<file path="config.mk">
export PLATFORM = sky130hd
export DESIGN_NAME = pcc_config_regs
export DESIGN_NICKNAME = d
export VERILOG_FILES = /design/src/rtl/pcc_pkg.sv /design/src/rtl/pcc_dec_if.sv /design/src/rtl/pcc_config_regs.sv /design/src/rtl/pcc_vga_decode.sv
export SDC_FILE = /design/constraint.sdc
export NUM_CORES = 1
export LEC_CHECK = 0
export BUFFER_PORTS_ARGS = -buffer_cell sky130_fd_sc_hd__buf_2
export CORE_ASPECT_RATIO = 0.9
export CORE_UTILIZATION = 39
export CTS_BUF_LIST = sky130_fd_sc_hd__clkbuf_8
export DETAILED_ROUTE_END_ITERATION = 16
export PLACE_DENSITY = 0.89
export SLEW_MARGIN = 20
export SYNTH_ARGS = -nofsm -noshare
export SYNTH_HDL_FRONTEND = slang
export SYNTH_SLANG_ARGS = --single-unit
</file>
<file path="constraint.sdc">
create_clock -name core_clk -period 2.8 [get_ports core_clk]
set_input_delay 0.14 -clock core_clk [delete_from_list [all_inputs] [get_ports core_clk]]
set_output_delay 0.14 -clock core_clk [all_outputs]
set_load 0.005 [all_outputs]
</file>
<file path="src/rtl/pcc_pkg.sv">
package pcc_pkg;
  // configuration dword indices (byte offset / 4)
  localparam logic [5:0]  IDX_CMD_STATUS  = 6'h01;
  localparam logic [5:0]  IDX_CLASS_REV   = 6'h02;
  // command bit positions
  localparam int          CMD_IO_SPACE    = 0;
  localparam int          CMD_MEM_SPACE   = 1;
  localparam int          CMD_BUS_MASTER  = 2;
  localparam int          CMD_LINE_WRITE  = 4;
  localparam int          CMD_PAL_SNOOP   = 5;
  localparam int          CMD_SERR_EN     = 8;
  localparam logic [15:0] CMD_WR_MASK     = 16'h0137;
  localparam logic [15:0] CMD_RESET       = 16'h0000;
  // status bit position within the upper half of the dword
  localparam int          STS_SERR_BIT    = 14;
  localparam logic [23:0] CLASS_VGA       = 24'h03_0000;
  // vga decode constants
  localparam logic [9:0]  IO_MONO_LO      = 10'h3B0;
  localparam logic [9:0]  IO_MONO_HI      = 10'h3BB;
  localparam logic [9:0]  IO_COLOR_LO     = 10'h3C0;
  localparam logic [9:0]  IO_COLOR_HI     = 10'h3DF;
  localparam logic [1:0]  MAP_A0_128K     = 2'h0;
  localparam logic [1:0]  MAP_A0_64K      = 2'h1;
  localparam logic [1:0]  MAP_B0_32K      = 2'h2;
  localparam logic [1:0]  MAP_B8_32K      = 2'h3;
  localparam logic [31:0] VGA_A0000       = 32'h000A_0000;
  localparam logic [31:0] VGA_B0000       = 32'h000B_0000;
  localparam logic [31:0] VGA_B8000       = 32'h000B_8000;
  localparam logic [31:0] VGA_C0000       = 32'h000C_0000;
endpackage : pcc_pkg

</file>
<file path="src/rtl/pcc_dec_if.sv">
`timescale 1ns/1ns
interface pcc_dec_if;
  logic        memEnable;
  logic        ioEnable;
  logic        vgaEnable;
  logic [1:0]  vgaMemMap;
  logic [7:0]  window0Base;
  logic [7:0]  window1Base;
  logic        accValid;
  logic        accIsMem;
  logic [31:0] accAddr;
  logic        memClaim;
  logic        ioClaim;
  modport regs (output memEnable, ioEnable, vgaEnable, vgaMemMap, window0Base, window1Base,
                output accValid, accIsMem, accAddr, input memClaim, ioClaim);
  modport dec  (input memEnable, ioEnable, vgaEnable, vgaMemMap, window0Base, window1Base,
                input accValid, accIsMem, accAddr, output memClaim, ioClaim);
endinterface : pcc_dec_if

</file>
<file path="src/rtl/pcc_config_regs.sv">
`timescale 1ns/1ns
// Summary of operation
// - Command bit 8 must be set before the device may drive the system-error pin.
// - Command bit 5 turns on the palette snoop behaviour, otherwise palette accesses are ordinary.
// - Command bit 4 allows memory write and invalidate as master, otherwise plain memory write is used.
// - Command bit 2 must be set before the device starts any bus transaction of its own.
// - Command bit 1 makes the device claim memory cycles to its 16MByte windows and the VGA memory range.
// - The VGA memory range claimed follows the graphics miscellaneous map select bits 3:2 and the VGA enable.
// - Command bit 0 makes the device claim I/O at 0x3B0-0x3BB, 0x3C0-0x3DF and their aliases.
// - The class code is read-only and returns 0x030000 for a VGA compatible controller.
// - Base class, sub-class and interface bytes sit at 0x0B, 0x0A and 0x09 and each reads alone.
// - Byte 0x08 returns a read-only vendor chosen revision identifier.
// - Each assertion of the system-error pin sets status bit 30, and only while bit 8 allows driving.
module pcc_config_regs
  import pcc_pkg::*;
#(
  parameter logic [7:0] REVISION = 8'h5A, // arbitrary value
  parameter int         IDX_W    = 6
)(
  // clock and reset
  input  wire logic        core_clk,
  input  wire logic        rst_n,
  // configuration access port
  input  wire logic        cfgValid,
  input  wire logic        cfgWrite,
  input  wire logic [5:0]  cfgIndex,
  input  wire logic [3:0]  cfgByteEn,
  input  wire logic [31:0] cfgWrData,
  output logic      [31:0] cfgRdData,
  output logic             cfgRdValid,
  // target decode
  input  wire logic        accValid,
  input  wire logic        accIsMem,
  input  wire logic [31:0] accAddr,
  input  wire logic [1:0]  vgaMemMap,
  input  wire logic        vgaEnable,
  input  wire logic [7:0]  window0Base,
  input  wire logic [7:0]  window1Base,
  output logic             memClaim,
  output logic             ioClaim,
  // master side
  input  wire logic        mstReq,
  input  wire logic        mstWantInval,
  output logic             mstGo,
  output logic             mstInval,
  output logic             paletteSnoop,
  // system error pin
  input  wire logic        errEvent,
  output logic             serrOut,
  output logic             serrOe
);
  // the index port is fixed at six bits, so no other width can be served
  if (IDX_W != 6) begin : g_idx_check
    $error("IDX_W must be 6");
  end

  pcc_dec_if decBus ();

  logic [15:0] pciCommand;
  logic        systemErrorRaised;
  logic [15:0] next_pciCommand;
  logic        next_systemErrorRaised;
  logic [31:0] next_cfgRdData;
  logic        next_cfgRdValid;
  logic        next_mstGo;
  logic        next_mstInval;
  logic        next_paletteSnoop;
  logic        next_serrOe;
  logic [15:0] wrBits;
  logic [15:0] laneMask;
  logic        cmdHit;
  logic        system_error_driver_enable;
  logic        line_write_cmd_enable;

  assign system_error_driver_enable = pciCommand[CMD_SERR_EN];
  assign line_write_cmd_enable      = pciCommand[CMD_LINE_WRITE];
  assign cmdHit = cfgValid && cfgWrite && (cfgIndex == IDX_CMD_STATUS);

  ////////////////////////////////////////////////////////////////////////
  always_comb begin
    laneMask = {{8{cfgByteEn[1]}}, {8{cfgByteEn[0]}}};
    wrBits   = cfgWrData[15:0] & laneMask & CMD_WR_MASK;
    next_pciCommand = pciCommand;
    if (cmdHit) begin
      next_pciCommand = (pciCommand & ~(laneMask & CMD_WR_MASK)) | wrBits;
    end
    // hardware set beats a write-one clear in the same cycle
    next_systemErrorRaised = systemErrorRaised;
    if (cmdHit && cfgByteEn[3] && cfgWrData[16 + STS_SERR_BIT]) begin
      next_systemErrorRaised = 1'b0;
    end
    next_serrOe = errEvent && system_error_driver_enable;
    if (next_serrOe) begin
      next_systemErrorRaised = 1'b1;
    end
  end

  ////////////////////////////////////////////////////////////////////////
  always_comb begin
    next_cfgRdValid = cfgValid && !cfgWrite;
    next_cfgRdData  = 32'h0000_0000;
    if (cfgValid && !cfgWrite) begin
      unique case (cfgIndex)
        IDX_CMD_STATUS: begin
          next_cfgRdData[15:0]                = pciCommand;
          next_cfgRdData[16 + STS_SERR_BIT]   = systemErrorRaised;
        end
        IDX_CLASS_REV: begin
          next_cfgRdData = {CLASS_VGA, REVISION};
        end
        default: next_cfgRdData = 32'h0000_0000;
      endcase
      // every byte lane answers alone, disabled lanes read zero
      for (int b = 0; b < 4; b++) begin
        if (!cfgByteEn[b]) next_cfgRdData[b*8 +: 8] = 8'h00;
      end
    end
    next_mstGo        = mstReq && pciCommand[CMD_BUS_MASTER];
    next_mstInval     = next_mstGo && mstWantInval && line_write_cmd_enable;
    next_paletteSnoop = pciCommand[CMD_PAL_SNOOP];
  end

  ////////////////////////////////////////////////////////////////////////
  always_ff @(posedge core_clk or negedge rst_n) begin
    if (!rst_n) begin
      pciCommand        <= CMD_RESET;
      systemErrorRaised <= 1'b0;
      cfgRdData         <= 32'h0000_0000;
      cfgRdValid        <= 1'b0;
      mstGo             <= 1'b0;
      mstInval          <= 1'b0;
      paletteSnoop      <= 1'b0;
      serrOe            <= 1'b0;
      serrOut           <= 1'b0;
    end else begin
      pciCommand        <= next_pciCommand;
      systemErrorRaised <= next_systemErrorRaised;
      cfgRdData         <= next_cfgRdData;
      cfgRdValid        <= next_cfgRdValid;
      mstGo             <= next_mstGo;
      mstInval          <= next_mstInval;
      paletteSnoop      <= next_paletteSnoop;
      serrOe            <= next_serrOe;
      // open-drain pin only ever pulls low
      serrOut           <= 1'b0;
    end
  end

  ////////////////////////////////////////////////////////////////////////
  assign decBus.memEnable   = pciCommand[CMD_MEM_SPACE];
  assign decBus.ioEnable    = pciCommand[CMD_IO_SPACE];
  assign decBus.vgaEnable   = vgaEnable;
  assign decBus.vgaMemMap   = vgaMemMap;
  assign decBus.window0Base = window0Base;
  assign decBus.window1Base = window1Base;
  assign decBus.accValid    = accValid;
  assign decBus.accIsMem    = accIsMem;
  assign decBus.accAddr     = accAddr;
  assign memClaim           = decBus.memClaim;
  assign ioClaim            = decBus.ioClaim;

  pcc_vga_decode u_decode (
    .core_clk (core_clk),
    .rst_n    (rst_n),
    .dec      (decBus)
  );
endmodule : pcc_config_regs

</file>
<file path="src/rtl/pcc_vga_decode.sv">
`timescale 1ns/1ns
module pcc_vga_decode
  import pcc_pkg::*;
(
  // clock and reset
  input  wire logic core_clk,
  input  wire logic rst_n,
  // decode request and result
  pcc_dec_if.dec    dec
);
  logic       inVga;
  logic       inWin;
  logic       ioHit;
  logic [9:0] ioAddr;
  logic       next_memClaim;
  logic       next_ioClaim;
  logic       memClaim;
  logic       ioClaim;

  always_comb begin
    ioAddr = dec.accAddr[9:0];
    // only ten address bits are compared so every alias decodes too
    ioHit = ((ioAddr >= IO_MONO_LO) && (ioAddr <= IO_MONO_HI)) ||
            ((ioAddr >= IO_COLOR_LO) && (ioAddr <= IO_COLOR_HI));
    unique case (dec.vgaMemMap)
      MAP_A0_128K: inVga = (dec.accAddr >= VGA_A0000) && (dec.accAddr < VGA_C0000);
      MAP_A0_64K:  inVga = (dec.accAddr >= VGA_A0000) && (dec.accAddr < VGA_B0000);
      MAP_B0_32K:  inVga = (dec.accAddr >= VGA_B0000) && (dec.accAddr < VGA_B8000);
      MAP_B8_32K:  inVga = (dec.accAddr >= VGA_B8000) && (dec.accAddr < VGA_C0000);
    endcase
    inWin = (dec.accAddr[31:24] == dec.window0Base) || (dec.accAddr[31:24] == dec.window1Base);
    next_memClaim = dec.accValid && dec.accIsMem && dec.memEnable &&
                    (inWin || (inVga && dec.vgaEnable));
    next_ioClaim  = dec.accValid && !dec.accIsMem && dec.ioEnable && ioHit;
  end

  always_ff @(posedge core_clk or negedge rst_n) begin
    if (!rst_n) begin
      memClaim <= 1'b0;
      ioClaim  <= 1'b0;
    end else begin
      memClaim <= next_memClaim;
      ioClaim  <= next_ioClaim;
    end
  end

  assign dec.memClaim = memClaim;
  assign dec.ioClaim  = ioClaim;
endmodule : pcc_vga_decode

</file>
Yosys cells after proc, flatten, opt, wreduce, memory -nomap -nowiden
Index checks and enable logic that the tools add are counted.
{ "classes": {"mux": 11, "bitwise": 4, "eq_ne": 7, "magnitude_cmp": 10, "n_reduce_logical": 29} }
{ "op_table": {"columns": ["operator", "n"], "rows": [
  ["32-bit by 20-bit >= comparator with 1-bit output, second input constant", 3],
  ["32-bit by 20-bit < comparator with 1-bit output, second input constant", 3],
  ["16-bit case mux with 2 select lines", 1],
  ["31-bit 2-to-1 mux", 1],
  ["8-bit 2-to-1 mux", 3],
  ["1-bit logical AND", 22],
  ["10-bit >= comparator, second input constant", 2],
  ["10-bit less-or-equal comparator, second input constant", 2],
  ["16-bit AND", 1],
  ["8-bit equality test", 2],
  ["9-bit inverter with 16-bit output", 1],
  ["16-bit by 9-bit bitwise OR with 16-bit output", 1],
  ["10-bit 2-to-1 mux", 1],
  ["9-bit AND", 1],
  ["7-bit 2-to-1 mux", 1],
  ["6-bit by 1-bit equality test with 1-bit output, second input constant", 1],
  ["6-bit by 2-bit equality test with 1-bit output, second input constant", 1],
  ["2-bit equality test, second input constant", 2],
  ["1-bit case mux with 4 select lines", 1],
  ["1-bit logical OR", 3],
  ["1-bit 2-to-1 mux", 3],
  ["2-bit by 1-bit equality test with 1-bit output, second input constant", 1],
  ["1-bit zero test", 2],
  ["2-bit zero test", 1],
  ["2-bit nonzero test", 1]
]} }
{ "word_totals": {"register_bits": 56, "output_inout_bits": 40, "in_bits": 102, "elab_cells": 71} }

Longest topological paths before layout
{ "logic_depth": {"depth_word": 6, "ltp_mapped": 5, "depth_no_buf": 5} }

Hierarchy
A second synthesis with hierarchy kept.
{ "hier_totals": {"cells_unflattened": 124, "hier_area_um2": 1373.8} }
{ "by_module_without_submodules": {"columns": ["mod", "n_inst", "cells_per_inst", "seq_area_each_um2", "area_per_inst_um2"], "rows": [
  ["pcc_config_regs", 1, 79, 525.5, 964.7],
  ["pcc_vga_decode", 1, 45, 50.0, 409.1]
]} }

Least setup slack after synthesis
OpenSTA, ideal clock, no wires.
{ "synth_timing": {"path_kind": "input -> register", "start": "input port cfgIndex[5]", "end": "register with a tool-made name", "stages": 4, "slack_ns": 1.375, "required_ns": 2.675, "setup_time_ns": 0.125, "path_buffers": 0, "t_arrival_ns": 1.300, "cell_sequence": "or4_4 -> nor3_4 -> nand2_2 -> mux2_2"} }
{ "synth_lines": {"columns": ["element", "line", "rtl"], "rows": [
  ["start, declared", "pcc_config_regs.sv:26", "input wire logic [5:0] cfgIndex,"]
]} }

Final worst setup path
{ "layout_timing": {"start": "input port cfgIndex[5]", "end": "register cfgRdData[5]"} }
{ "layout_via": {"elab_chain_len": 4, "word_cells_on_any_way": 5, "cone_classes": "eq/ne: 2; mux: 3"} }
{ "layout_lines": {"columns": ["element", "line", "rtl"], "rows": [
  ["6-bit by 2-bit equality test with 1-bit output or 6-bit by 1-bit equality test with 1-bit output (tied branches)", "pcc_config_regs.sv:103", "unique case (cfgIndex)"],
  ["16-bit case mux with 2 select lines *", "pcc_config_regs.sv:103", null],
  ["8-bit 2-to-1 mux *", "pcc_config_regs.sv:115", "if (!cfgByteEn[b]) next_cfgRdData[b*8 +: 8] = 8'h00;"],
  ["31-bit 2-to-1 mux *", "pcc_config_regs.sv:102", "if (cfgValid && !cfgWrite) begin"],
  ["net next_cfgRdData[5]", "pcc_config_regs.sv:63", "logic [31:0] next_cfgRdData;"],
  ["end signal, assigned", "pcc_config_regs.sv:138", "cfgRdData <= next_cfgRdData;"],
  ["end, declared", "pcc_config_regs.sv:29", "output logic [31:0] cfgRdData,"]
]} }
Mark *: on every way through the listed nets, which the timed path passes. The rest lies on a longest branch.
A chain may end at the register's enable or synchronous reset.

==> flow_summary.yaml <==
status:
  status: "finished clean"
logic_synthesis:
  synth_flop_cell: "dfrtp_1"
  yosysWarnings: 0
  synth_top_family_by_area: "simple AND/OR/NAND/NOR gates"
  synth_top_area_cell: "dfrtp_1"
  synth_xor_area_share_pct: 10.4
  synth-seq-area-share_pct: 42.8
  yosys-top-cells-area: "dfrtp_1 43%, buf_4 13%, xor2_1 10%"
  synth_seq_cells: 23
  muxShareOfSynthArea_pct: 5.87
  synth-simple-area-share_pct: 19.6
  netlist_area_um2: 1340
  ys_types: 27
  synth_fa_ha_area_share_pct: 2.79
  synth-compound-area-share_pct: 3.35
  netlist_instances: 127
  avgSynthCellArea_um2: 10.6
  yosysTopAreaCellShare_pct: 42.8
  async_flop_share_pct: 100
  synth_edf_count: 0
cells_and_area:
  final_nets: 321
  final_cell_mix: "86 x buf_2, 23 x dfrtp_1, 22 x conb_1"
  fill_cells: 277
  multiInputGateArea_um2: 648
  syn_to_final_growth_pct: 32.5
  n_antenna_cell: 0
  layout_commonest_cell: "buf_2"
  drive_gt1_share_pct: 46.5
  utilization_pct: 56.3
  layout.area.seq_um2: 576
clock_network:
  h-tree-depth: 1
  clkSlewWorstSetupHoldPaths_ns: 0.07
  clock_latency_ns: 0.26
  cts_sinks: 23
  root_buffer: "clkbuf_8"
  cts.path.max_buffers: 2
  cts_buffers: 3
  cts_tree: "built"
  cts_resized: 0
drt:
  vias: 1158
  wire_per_inst_um: 10.6
  drc: 0
  drtAntennaViolNets: 0
  drt_iter0_markers: 44
  vias_per_cell: 4.51
  dr.pass1.iters: 4
  finalWirelength_mm: 2.72
global_routing:
  gr-usage-met1_pct: 14.3
  grt_pass1_vias: 1133
  grt_util_met2_pct: 33.9
  grt_max_degree: 24
  antenna_found_initial: 0
  grt_overflow: 0
  grt_pass1_wl_mm: 4.46
  grt-busiest-layer: "met2"
  grtUsageMet3_pct: 2.95
  grt_usage_pct: 16.0
sta:
  tightestPinTransition_ns: 0.649
  rsz0062_at_grt: "false"
  finalCritPeriodShare_pct: 50.9
  hold_violations: 0
  fin_skew_ns: 0.000789
  setup_tns_ns: 0
  slew_viol_final: 0
  min_period_ns: 1.42
  setup_viol: 0
  fmax_mhz: 702
  relSlewSlack_pct: 56.4
critical_path:
  required_ns: 3.00
  startpoint_type: "input port"
  critPathMaxFanout: 5
  cp-end-kind: "flip-flop"
  critPathKind: "input port to flip-flop"
  critical_path_arrival_ns: 1.63
floorplanning:
  io_pins: 142
  dieArea_um2: 3680
  rows: 19
  coreArea_um2: 3160
  die_h_um: 57.7
  fp.dieW_um: 63.9
  start_util_pct: 42.5
power_and_ir_drop:
  vdd_ir_drop_max_mv: 0.190
  p_per_area_nw_per_um2: 371
  p_leak_nw: 1.05
placement:
  place.gp.congestion: 0.726
  hpwl_mm: 2.37
  port_buffers: 86
run:
  cap_violations: 0
worst_hold_path:
  hold_class: "input port to flip-flop"
-- synthesized netlist by cell type, types with 2 or more instances --
cell	n
nor4b_1	3
nand2_1	9
inv_1	5
xor2_1	16
buf_4	24
dfrtp_1	23
nand4b_1	2
and3_1	3
nand4_1	2
nand2b_1	2
mux2_2	7
nand3_1	3
a211oi_1	2
nor4_1	6
nor3_1	2
ha_1	3
and2_1	5
-- area by class of cell --
type | instances | area share [%]
clock buffers | 3 | 2.32
clock inverters | 1 | 0.211
inverters | 5 | 1.05
multi-input cells | 96 | 36.4
flip-flops and latches | 23 | 32.3
well taps | 42 | 2.95
repair buffers | 87 | 24.7
-- kinds of logic after synthesis --
| family | Yosys count |
|---|---|
| and+or+nand+nor | 42 |
| muxes | 7 |
| xor gates and xnor gates | 16 |
| adders and majority gates | 3 |
| other | 1 |
| buffers and inverters | 29 |
| AOI/OAI and AO/OA | 6 |
| DFF | 23 |
-- stage by stage --
step | cells | area [um^2] | power [W] | hold WS (ns) | worst slack [ns]
after global placement | 252 | 1730 | 0.000469 | 0.122 | 1.08
after detailed placement | 252 | 1730 | 0.000473 | 0.128 | 1.10
after CTS | 257 | 1780 | 0.000666 | 0.0402 | 1.36
after floorplan | 148 | 1420 | 0.000422 | -0.156 | 1.38
after global routing | 257 | 1780 | 0.000698 | 0.0628 | 1.30
final | 257 | 1780 | 0.000661 | 0.0464 | 1.38
-- timing repair --
item	CTS	global route
hold buffers	1	0
hold endpoints to repair	23	0
endpoints found under the setup margin	0	0
setup buffers	0	0
-- worst paths after layout --
path	from	to	slack, ns	depth (start not counted)
max	cfgIndex[5]	cfgRdData[5]$_DFF_PN0_	1.38	4
min	accIsMem	u_decode.dec.ioClaim$_DFF_PN0_	0.05	2
max reg2reg	flip-flop	u_decode.dec.memClaim$_DFF_PN0_	1.70	4
min reg2reg	flip-flop	paletteSnoop$_DFF_PN0_	0.39	0
max in group asynchronous	rst_n	async pin	2.11	2
min in group asynchronous	rst_n	mstInval$_DFF_PN0_	0.37	2
-- worst max-delay path: stages --
cell and delay, ns:
buf_2 0.09, or4_4 0.57, nor4_1 0.58, and2_2 0.25
-- layer usage --
layer  routed length [um]  up-vias
li1                     -      569
met3                  254        4
met1                  914      511
met2                 1510       74
met5                    0        -
met4                   42        0
-- power breakdown --
part           switching [W]  total [W]  internal [W]
logic              0.0000568   0.000118     0.0000611
clock network      0.0000959   0.000194     0.0000977
registers         0.00000543   0.000349      0.000344
total               0.000158   0.000661      0.000502
Note: power is estimated with default switching activity, not from simulation.
